==> src/rtl/dmaz_regs.vh <==
`ifndef DMAZ_REGS_VH
`define DMAZ_REGS_VH
// Register indices (printed offsets); byte address is four times the index
`define DMAZ_IDX_CTRL     16'h04CC
`define DMAZ_IDX_IRQ      16'h04CE
`define DMAZ_IDX_SRC      16'h04D0
`define DMAZ_IDX_DST      16'h04D2
`define DMAZ_IDX_CNT      16'h04D4
`define DMAZ_IDX_LOW      16'h04C8
`define DMAZ_IDX_HIGH     16'h04CA
`define DMAZ_RESET_VAL    16'h0000
// Control fields
`define DMAZ_CTL_ON       0
`define DMAZ_CTL_SIZE     1
`define DMAZ_CTL_MODE_LO  2
`define DMAZ_CTL_MODE_HI  3
`define DMAZ_CTL_DST_LO   4
`define DMAZ_CTL_DST_HI   5
`define DMAZ_CTL_SRC_LO   6
`define DMAZ_CTL_SRC_HI   7
`define DMAZ_CTL_SWREQ    8
`define DMAZ_CTL_RELOAD   9
`define DMAZ_CTL_DUMMY    10
`define DMAZ_CTL_MASK     16'h07FF
// Flag fields
`define DMAZ_IRQ_MIDPOINT_IRQ_ENABLE   0
`define DMAZ_IRQ_OVRUN    3
`define DMAZ_IRQ_HALF     4
`define DMAZ_IRQ_DONE     5
`define DMAZ_IRQ_LOW      6
`define DMAZ_IRQ_HIGH     7
`define DMAZ_IRQ_SEL_LO   8
`define DMAZ_IRQ_SEL_HI   14
`define DMAZ_IRQ_PEND     15
`define DMAZ_IRQ_WMASK    16'h7FF9
// Transfer modes
`define DMAZ_MODE_ONESHOT 2'b00
`define DMAZ_MODE_REP_ONE 2'b01
`define DMAZ_MODE_CONT    2'b10
`define DMAZ_MODE_REP_CON 2'b11
// Step modes
`define DMAZ_STEP_INC     2'b01
`define DMAZ_STEP_DEC     2'b10
// Address map
`define DMAZ_SFR_TOP      16'h07FF
`define DMAZ_RAM_TOP      16'h27FF
`endif

==> src/rtl/dmaz_step.v <==
`timescale 1ns/1ps
// Pointer stepper: one byte or one word up or down
module dmaz_step (
	// Operands
	input  wire [15:0] ptr,
	input  wire [1:0]  mode,
	input  wire        byte_size,
	// Result
	output reg  [15:0] next_ptr
);
	wire [15:0] amount;
	assign amount = byte_size ? 16'h0001 : 16'h0002;
	always @* begin
		case (mode)
			2'b01:   next_ptr = ptr + amount;
			2'b10:   next_ptr = ptr - amount;
			default: next_ptr = ptr;
		endcase
	end
endmodule // dmaz_step

==> src/rtl/dmaz_channel.v <==
// Strobed register access is this design's own decision.
`timescale 1ns/1ps
`include "dmaz_regs.vh"
// Notes on behaviour
// - Mode field: 11 rep-cont, 10 cont, 01 rep-oneshot, 00 oneshot
// - Size bit 1 moves bytes, 0 words
// - Triggers served only while channel_on set
// - Software-written flags raise no interrupt
// - Limits checked at access time, not beforehand
// - Pending flag set until buffer written out
// - Seven-bit field selects hardware trigger source
// - Upper flag: above upper limit or RAM top
// - Lower flag: below lower limit, above 07FFh
// - Complete flag set when session completes
// - Midpoint flag at counter halfway point
// - Overrun flag on trigger during busy transfer
// - Midpoint irq only when midpoint_irq_enable set
// - Source pointer, 16-bit read/write, resets zero
// - Destination pointer, 16-bit read/write, resets zero
// - Transfer counter, 16-bit read/write, resets zero
// - Pointers step by byte or word per mode
// - Software request clears when transfer completes; in continuous modes only when session completes
// - Repeated modes always reload the counter
module dmaz_channel #(
	parameter TRIG_COUNT = 128
) (
	// Clock and reset
	input  wire                  core_clk,
	input  wire                  rst,
	// Register port
	input  wire [15:0]           reg_addr,
	input  wire [15:0]           reg_wdata,
	input  wire                  reg_wr,
	input  wire                  reg_rd,
	output reg  [15:0]           reg_rdata_q,
	// Hardware triggers from pins
	input  wire [TRIG_COUNT-1:0] trig_in,
	// Data bus master
	output reg  [15:0]           bus_addr_q,
	output reg  [15:0]           bus_wdata_q,
	output reg                   bus_wr_q,
	output reg                   bus_rd_q,
	output reg                   bus_byte_q,
	input  wire [15:0]           bus_rdata,
	// Channel interrupt request
	output reg                   irq_q
);
	localparam ST_IDLE  = 4'b0001;
	localparam ST_READ  = 4'b0010;
	localparam ST_WRITE = 4'b0100;
	localparam ST_DUMMY = 4'b1000;

	reg  [15:0] ctrl_q;
	reg  [15:0] flags_q;
	reg  [15:0] src_q;
	reg  [15:0] dst_q;
	reg  [15:0] cnt_q;
	reg  [15:0] low_q;
	reg  [15:0] high_q;
	reg  [15:0] src_save_q;
	reg  [15:0] dst_save_q;
	reg  [15:0] cnt_save_q;
	reg  [15:0] half_q;
	reg  [15:0] buf_q;
	reg  [3:0]  state_q;
	reg         active_q;
	reg  [TRIG_COUNT-1:0] trig_s1_q;
	reg  [TRIG_COUNT-1:0] trig_s2_q;
	reg  [TRIG_COUNT-1:0] trig_s3_q;

	wire        chan_on    = ctrl_q[`DMAZ_CTL_ON];
	wire        byte_size  = ctrl_q[`DMAZ_CTL_SIZE];
	wire [1:0]  mode       = ctrl_q[`DMAZ_CTL_MODE_HI:`DMAZ_CTL_MODE_LO];
	wire [1:0]  src_mode   = ctrl_q[`DMAZ_CTL_SRC_HI:`DMAZ_CTL_SRC_LO];
	wire [1:0]  dst_mode   = ctrl_q[`DMAZ_CTL_DST_HI:`DMAZ_CTL_DST_LO];
	wire        sw_req     = ctrl_q[`DMAZ_CTL_SWREQ];
	wire        dummy_mode = ctrl_q[`DMAZ_CTL_DUMMY];
	wire [6:0]  trig_sel   = flags_q[`DMAZ_IRQ_SEL_HI:`DMAZ_IRQ_SEL_LO];
	wire        repeated   = mode[0];
	wire        continuous = mode[1];

	// Rising edge of the chosen synchronised trigger
	wire hw_edge = trig_s2_q[trig_sel] & ~trig_s3_q[trig_sel];
	wire busy    = (state_q != ST_IDLE);
	wire start   = chan_on & (state_q == ST_IDLE) & (hw_edge | sw_req);

	// Address checks on the access being made
	wire [15:0] acc_addr = (state_q == ST_READ) ? src_q :
		(state_q == ST_WRITE) ? dst_q : src_q;
	wire acc_now  = (state_q != ST_IDLE);
	wire hi_viol  = acc_now & ((acc_addr > high_q) | (acc_addr > `DMAZ_RAM_TOP));
	wire lo_viol  = acc_now & (acc_addr < low_q) & (acc_addr > `DMAZ_SFR_TOP);

	wire [15:0] src_next;
	wire [15:0] dst_next;
	dmaz_step u_src_step (
		.ptr       (src_q),
		.mode      (src_mode),
		.byte_size (byte_size),
		.next_ptr  (src_next)
	);
	dmaz_step u_dst_step (
		.ptr       (dst_q),
		.mode      ((dst_mode == 2'b11) ? 2'b00 : dst_mode),
		.byte_size (byte_size),
		.next_ptr  (dst_next)
	);

	wire wr_ctrl  = reg_wr & (reg_addr == `DMAZ_IDX_CTRL);
	wire wr_flags = reg_wr & (reg_addr == `DMAZ_IDX_IRQ);
	wire wr_src   = reg_wr & (reg_addr == `DMAZ_IDX_SRC);
	wire wr_dst   = reg_wr & (reg_addr == `DMAZ_IDX_DST);
	wire wr_cnt   = reg_wr & (reg_addr == `DMAZ_IDX_CNT);
	// Writable flag bits only; pending bit stays hardware owned
	wire [15:0] flags_wdata = reg_wdata & `DMAZ_IRQ_WMASK;

	// Transfer finishes on the last bus cycle of its sequence
	wire xfer_done = ((state_q == ST_WRITE) & ~dummy_mode) | (state_q == ST_DUMMY);
	wire [15:0] cnt_dec = cnt_q - 16'h0001;
	wire last_xfer = xfer_done & (cnt_dec == 16'h0000);
	wire half_hit  = xfer_done & (cnt_dec == half_q) & (cnt_dec != 16'h0000);
	wire ovr_hit   = busy & hw_edge & chan_on;

	genvar g;
	generate
		for (g = 0; g < TRIG_COUNT; g = g + 1) begin : g_sync
			always @(posedge core_clk) begin
				if (rst) begin
					trig_s1_q[g] <= 1'b0;
					trig_s2_q[g] <= 1'b0;
					trig_s3_q[g] <= 1'b0;
				end else begin
					trig_s1_q[g] <= trig_in[g];
					trig_s2_q[g] <= trig_s1_q[g];
					trig_s3_q[g] <= trig_s2_q[g];
				end
			end
		end
	endgenerate

	// Sequencer and bus master
	always @(posedge core_clk) begin
		if (rst) begin
			state_q     <= ST_IDLE;
			bus_addr_q  <= 16'h0000;
			bus_wdata_q <= 16'h0000;
			bus_wr_q    <= 1'b0;
			bus_rd_q    <= 1'b0;
			bus_byte_q  <= 1'b0;
			buf_q       <= 16'h0000;
		end else begin
			bus_wr_q   <= 1'b0;
			bus_rd_q   <= 1'b0;
			bus_byte_q <= byte_size;
			case (state_q)
				ST_IDLE: begin
					if (start & (cnt_q != 16'h0000)) begin
						state_q    <= ST_READ;
						bus_addr_q <= src_q;
						bus_rd_q   <= 1'b1;
					end
				end
				ST_READ: begin
					buf_q       <= byte_size ? {8'h00, bus_rdata[7:0]} : bus_rdata;
					bus_wdata_q <= byte_size ? {8'h00, bus_rdata[7:0]} : bus_rdata;
					bus_addr_q  <= dst_q;
					bus_wr_q    <= 1'b1;
					state_q     <= ST_WRITE;
				end
				ST_WRITE: begin
					if (dummy_mode) begin
						bus_addr_q <= src_q;
						bus_wr_q   <= 1'b1;
						state_q    <= ST_DUMMY;
					end else if (continuous & ~last_xfer & chan_on) begin
						bus_addr_q <= src_next;
						bus_rd_q   <= 1'b1;
						state_q    <= ST_READ;
					end else begin
						state_q <= ST_IDLE;
					end
				end
				ST_DUMMY: begin
					if (continuous & ~last_xfer & chan_on) begin
						bus_addr_q <= src_next;
						bus_rd_q   <= 1'b1;
						state_q    <= ST_READ;
					end else begin
						state_q <= ST_IDLE;
					end
				end
				default: state_q <= ST_IDLE;
			endcase
		end
	end

	// Pointers, counter and saved session values
	always @(posedge core_clk) begin
		if (rst) begin
			src_q      <= `DMAZ_RESET_VAL;
			dst_q      <= `DMAZ_RESET_VAL;
			cnt_q      <= `DMAZ_RESET_VAL;
			src_save_q <= 16'h0000;
			dst_save_q <= 16'h0000;
			cnt_save_q <= 16'h0000;
			half_q     <= 16'h0000;
			active_q   <= 1'b0;
			low_q      <= 16'h0000;
			high_q     <= 16'hFFFF;
		end else begin
			if (reg_wr & (reg_addr == `DMAZ_IDX_LOW))
				low_q <= reg_wdata;
			if (reg_wr & (reg_addr == `DMAZ_IDX_HIGH))
				high_q <= reg_wdata;
			if (wr_src) begin
				src_q      <= reg_wdata;
				src_save_q <= reg_wdata;
			end else if (xfer_done) begin
				src_q <= src_next;
			end
			if (wr_dst) begin
				dst_q      <= reg_wdata;
				dst_save_q <= reg_wdata;
			end else if (xfer_done) begin
				dst_q <= dst_next;
			end
			if (wr_cnt) begin
				cnt_q      <= reg_wdata;
				cnt_save_q <= reg_wdata;
				half_q     <= {1'b0, reg_wdata[15:1]};
				active_q   <= 1'b1;
			end else if (last_xfer) begin
				active_q <= 1'b0;
				if (repeated | ctrl_q[`DMAZ_CTL_RELOAD]) begin
					cnt_q <= cnt_save_q;
					src_q <= src_save_q;
					dst_q <= dst_save_q;
				end else begin
					cnt_q <= 16'h0000;
				end
			end else if (xfer_done) begin
				cnt_q <= cnt_dec;
			end
		end
	end

	// Control register
	always @(posedge core_clk) begin
		if (rst) begin
			ctrl_q <= 16'h0000;
		end else if (wr_ctrl) begin
			ctrl_q <= reg_wdata & `DMAZ_CTL_MASK;
		end else begin
			if (xfer_done & ~(continuous & ~last_xfer))
				ctrl_q[`DMAZ_CTL_SWREQ] <= 1'b0;
			if (last_xfer & ~repeated)
				ctrl_q[`DMAZ_CTL_ON] <= 1'b0;
		end
	end

	// Flags: hardware set wins over a software write in the same cycle
	always @(posedge core_clk) begin
		if (rst) begin
			flags_q <= 16'h0000;
			irq_q   <= 1'b0;
		end else begin
			if (wr_flags)
				flags_q[14:0] <= flags_wdata[14:0];
			if (wr_cnt)
				flags_q[`DMAZ_IRQ_DONE] <= 1'b0;
			if (hi_viol)
				flags_q[`DMAZ_IRQ_HIGH] <= 1'b1;
			if (lo_viol)
				flags_q[`DMAZ_IRQ_LOW] <= 1'b1;
			if (last_xfer)
				flags_q[`DMAZ_IRQ_DONE] <= 1'b1;
			if (half_hit)
				flags_q[`DMAZ_IRQ_HALF] <= 1'b1;
			if (ovr_hit)
				flags_q[`DMAZ_IRQ_OVRUN] <= 1'b1;
			// Pending while buffered data awaits its final write
			flags_q[`DMAZ_IRQ_PEND] <= (state_q == ST_READ) |
				((state_q == ST_WRITE) & dummy_mode);
			// Pulse only from hardware events, never from a write
			irq_q <= last_xfer | hi_viol | lo_viol | ovr_hit |
				(half_hit & flags_q[`DMAZ_IRQ_MIDPOINT_IRQ_ENABLE]);
		end
	end

	// Register read port
	always @(posedge core_clk) begin
		if (rst) begin
			reg_rdata_q <= 16'h0000;
		end else if (reg_rd) begin
			case (reg_addr)
				`DMAZ_IDX_CTRL: reg_rdata_q <= ctrl_q;
				`DMAZ_IDX_IRQ:  reg_rdata_q <= flags_q;
				`DMAZ_IDX_SRC:  reg_rdata_q <= src_q;
				`DMAZ_IDX_DST:  reg_rdata_q <= dst_q;
				`DMAZ_IDX_CNT:  reg_rdata_q <= cnt_q;
				`DMAZ_IDX_LOW:  reg_rdata_q <= low_q;
				`DMAZ_IDX_HIGH: reg_rdata_q <= high_q;
				default:        reg_rdata_q <= 16'h0000;
			endcase
		end else begin
			reg_rdata_q <= 16'h0000;
		end
	end
endmodule // dmaz_channel

==> config.mk <==
export PLATFORM = sky130hd
export DESIGN_NAME = dmaz_channel
export DESIGN_NICKNAME = d
export VERILOG_FILES = /design/src/rtl/dmaz_step.v /design/src/rtl/dmaz_channel.v
export VERILOG_INCLUDE_DIRS = /design/src /design/src/rtl
export SDC_FILE = /design/constraint.sdc
export NUM_CORES = 1
export LEC_CHECK = 0
export ABC_AREA = 1
export BUFFER_PORTS_ARGS = -buffer_cell sky130_fd_sc_hd__buf_2
export CORE_ASPECT_RATIO = 2
export CORE_MARGIN = 4
export CORE_UTILIZATION = 50
export DETAILED_ROUTE_END_ITERATION = 12
export GPL_TIMING_DRIVEN = 0
export PLACE_DENSITY = 0.81
export SYNTH_ARGS = -nofsm -noshare
export SYNTH_HDL_FRONTEND = slang
export SYNTH_HIERARCHICAL = 1
export SYNTH_SLANG_ARGS = --single-unit
==> constraint.sdc <==
create_clock -name core_clk -period 5.5 [get_ports core_clk]
set_clock_uncertainty 0.2 [all_clocks]
set_input_delay 0.275 -clock core_clk [delete_from_list [all_inputs] [get_ports core_clk]]
set_output_delay 0.275 -clock core_clk [all_outputs]
set_load 0.03 [all_outputs]
==> run summary <==
The flow ran to the end, and the final reports show no timing, DRC or antenna violations. The cell leakage power was 15.32 nW; the final weighted congestion of routability-driven global placement was 1.066. The critical path goes through nor2_2, nand3_1, clkbuf_1, clkbuf_1, nand2_1, o21ai_0, ha_1, inv_1, nor2_1, nor2_1, o21ai_0, nand3_1, o211ai_1, nand2_1, nand2_1, nand2_1, nand2_1, nand2_1, nand2_1, nor2_1, nand3_1, nand2_1, inv_1.

The tools report the slack of the worst reg-to-reg path as 1750 ps. Setup violations remaining at the end of the flow were counted as 0. The worst register-to-register path begins at state_q[0]. Measured on the finished design, the core utilization comes to 60.39%. The count of unique library cells instantiated by Yosys is 53, and the highest clock frequency the design can meet is 266.5 MHz. The total overflow left after global routing is 0. The largest registers in the layout are trig_s1_q (128), trig_s2_q (128), trig_s3_q (128).

The run gives 6 as the number of warnings printed during yosys synthesis. The number of enable flip-flop cells after synthesis works out to 0. The final critical delay including setup and external delays came out at 3753 ps.

Relative to the synthesized area, the layout overhead comes to 19.73%. The routed wire length per instance was 21.84 um; the final cell area excluding filler cells was 32,370 um^2. Core footprint: 53,600 um^2. The number of flip-flops and latches in the synthesized netlist was 593.

The clock transition at the registers of the reported paths was 60 ps. Buffers placed on the I/O ports in this run total 229. The floorplan has 120 rows.

The count of cells in the finished layout, fillers not included, comes to 5,049. After detailed routing, the met3 layer carries 8554 um of wire. The highest signal layer in the routed design was met5. Post-placement cell count: 4,795. The top-area cell type share of the netlist area is 43.91%. For the worst-skew pair, the clock arrives at the later sink with an insertion delay of 620 ps. Setup repair after global routing left no endpoint under its margin.

Cells with a size suffix above 1 make up 10.92% of the layout. The worst setup path is launched from a flip-flop. Each instance of the synthesized netlist takes up on average 6.942 um^2. For the via count of the first global-routing pass, the log shows 28,020. The fraction of the yosys area taken by sequential cells was 43.91%.

The setup path with the least slack is of type reg2reg. Across the VDD grid, the largest voltage drop is 277.0 uV. Counting along the longest clock path gives a buffer depth of 3.

In the routed design, unresolved DRC markers number 0. The first global-routing pass estimated 161,600 um of wire. The most critical setup path has its startpoint at state_q[0]. The run gives 29,040 um^2 as the post-place instance area. The number of hold violations in the final report is 0.

TritonCTS built the clock tree. The tool flagged a number of max-cap violations equal to 0. The total I/O pin count was 232; the data arrival at the endpoint of the critical path was 4050 ps. The area of the mapped netlist was 27,040 um^2; the number of instances in the synthesized netlist was 3,895. Clock root buffer: sky130_fd_sc_hd__clkbuf_16.

The final max-slew violation count was 0; the number of H-tree levels was 2. The detailed router finished its first iteration with 2,662 violations. The tools report the initial antenna violation count as 3. Class of the tightest hold or removal check: in2reg.

Among the stages of the critical path, the cell type that occurs most often is sky130_fd_sc_hd__nand2_1. For this run, the leading register cell type out of synthesis is sky130_fd_sc_hd__dfxtp_1. The tools report the worst relative slew slack as 20.65%.

The number of nets in the synthesized netlist is 4,118. For the number of buffers created by CTS, the log shows 51. The overall die height is 336.9 um. The initial utilization of the core area, before any placement, comes to 50.44%. The die covers 58,090 um^2.

Summed over all layers, the routed wires come to 110,300 um. Largest net degree at the start of global routing: 18. The count of buffering cells on the critical path with inverters included works out to 4. The share of the clock period used by the worst path after layout was 68.23%; the overall routing resource usage was 37.15%.

For the worst setup path, the data required time is 5800 ps. Using the TritonRoute via totals, the vias-per-cell ratio works out to 5.487. Adding up every negative setup slack in the final design gives 0 ps. The clock net in this run drives a total of 593 sinks. Ranked by total cell area, the synthesized netlist is headed by sky130_fd_sc_hd__dfxtp_1, sky130_fd_sc_hd__nand2_1, sky130_fd_sc_hd__inv_1.

The power density over the cells is 268.5 nW/um^2, and the share of async-settable or async-resettable flops after synthesis is 0%. The library cell occupying the most area in the post-synthesis netlist was sky130_fd_sc_hd__dfxtp_1. In this run the remaining antenna-violating nets after routing total 0. STA classifies the critical path endpoint as a flip-flop. For this run, the post-layout net count is 4,562.

The horizontal extent of the die is 172.4 um. Most frequent standard cell in the layout excluding fill and tap cells: sky130_fd_sc_hd__nand2_1. The tools report the count of vias placed by the detailed router as 27,700. At the pin with the least slew margin, the transition time is 1185 ps.

In this run the most critical hold path is launched from reg_addr[1]. In the final routing, the length of wire on met1 measures 33,830 um. The detailed placer's ending HPWL is 75,490 um. After detailed routing, the met2 layer carries 53,770 um of wire.

The highest net fanout along the worst path works out to 10. The buffer count from post-CTS setup fixing is 0, and the number of detailed-route iterations in the first pass is 6. Family of cells with the greatest summed delay on the critical path: simple AND/OR/NAND/NOR gates. The slowest library cell on the worst path was sky130_fd_sc_hd__dfxtp_1. The top cell types in the final layout, fill and taps aside, are sky130_fd_sc_hd__nand2_1, sky130_fd_sc_hd__inv_1, sky130_fd_sc_hd__nor2_1.

The critical path's largest stage delay is 390 ps, and the hold slack is 38.43 ps.
## worst reg2reg max path: cells and delay by family (launching register included)
kind	cells	cell delay, ps
and+or+nand+nor	15	1500
buffers and inverters	4	840
DFF	1	390
AOI/OAI and AO/OA	3	380
adders and majority gates	1	330
## cells in the mapped netlist, types with 5 or more instances
cell type,count
sky130_fd_sc_hd__nand3_2,7
sky130_fd_sc_hd__dfxtp_1,593
sky130_fd_sc_hd__xor2_1,11
sky130_fd_sc_hd__nand3b_1,55
sky130_fd_sc_hd__o211ai_1,56
sky130_fd_sc_hd__o22ai_1,55
sky130_fd_sc_hd__inv_1,682
sky130_fd_sc_hd__o21ai_0,112
sky130_fd_sc_hd__o21ai_1,13
sky130_fd_sc_hd__nor4_1,5
sky130_fd_sc_hd__nor2_2,24
sky130_fd_sc_hd__nand2_2,24
sky130_fd_sc_hd__nor2_1,620
sky130_fd_sc_hd__buf_6,12
sky130_fd_sc_hd__nor2_4,11
sky130_fd_sc_hd__nor3b_1,6
sky130_fd_sc_hd__nand2_1,780
sky130_fd_sc_hd__nand4_1,15
sky130_fd_sc_hd__a221oi_1,13
sky130_fd_sc_hd__buf_1,8
sky130_fd_sc_hd__xnor2_1,7
sky130_fd_sc_hd__ha_1,41
sky130_fd_sc_hd__clkbuf_1,112
sky130_fd_sc_hd__buf_4,9
sky130_fd_sc_hd__a22oi_1,7
sky130_fd_sc_hd__a21oi_1,184
sky130_fd_sc_hd__nor3b_2,14
sky130_fd_sc_hd__buf_2,34
sky130_fd_sc_hd__inv_2,11
sky130_fd_sc_hd__nand3_1,320
sky130_fd_sc_hd__nor3_1,16
## cells by family after synthesis
kind of cell	synth area share, %
AOI/OAI and AO/OA	9.546
adders and majority gates	2.045
and+or+nand+nor	31.09
xor gates and xnor gates	0.5831
DFF	43.91
buffers and inverters	12.83
## power breakdown
part           switching [mW]  internal (mW)
clock network            1.73           2.03
registers              0.0392           4.40
logic                   0.295          0.192
total                    2.07           6.62
## metal layers
metal | up-vias | global-route usage (%)
met2 | 1526 | 64.89
met4 | 2 | 37.16
met5 | - | 0
met1 | 12540 | 33.60
met3 | 698 | 8.552
li1 | 12940 | -
## path summary, 6_finish.rpt
path,endpoint,cells past startpoint
worst max register to register,irq_q,23
worst min-delay path,ctrl_q[0],5
worst max-delay path,irq_q,23
worst min register to register,trig_s2_q[10],2
## metrics by stage
step / total power [mW] / setup WS, ps
after CTS: 8.621 / 1840
after floorplan: 4.709 / 2742
after global routing: 8.881 / 1204
after global placement: 4.876 / 1864
after detailed placement: 4.886 / 1879
final: 8.692 / 1747
## timing repair
item                                   CTS  global route
hold buffers                           162             0
endpoints found under the hold margin  244             0
gates resized for setup                  0             0
## layout make-up
type	count	area [um^2]
sequential	593	11870
antenna	1	2.502
timing repair buffer	391	2768
buffer	177	853.3
tap	671	839.6
clock inverter	23	251.5
inverter	697	2616
fill	4767	21230
multi-input combinational	2428	11710
clock buffer	68	1461
Note: power is estimated with default switching activity, not from simulation.
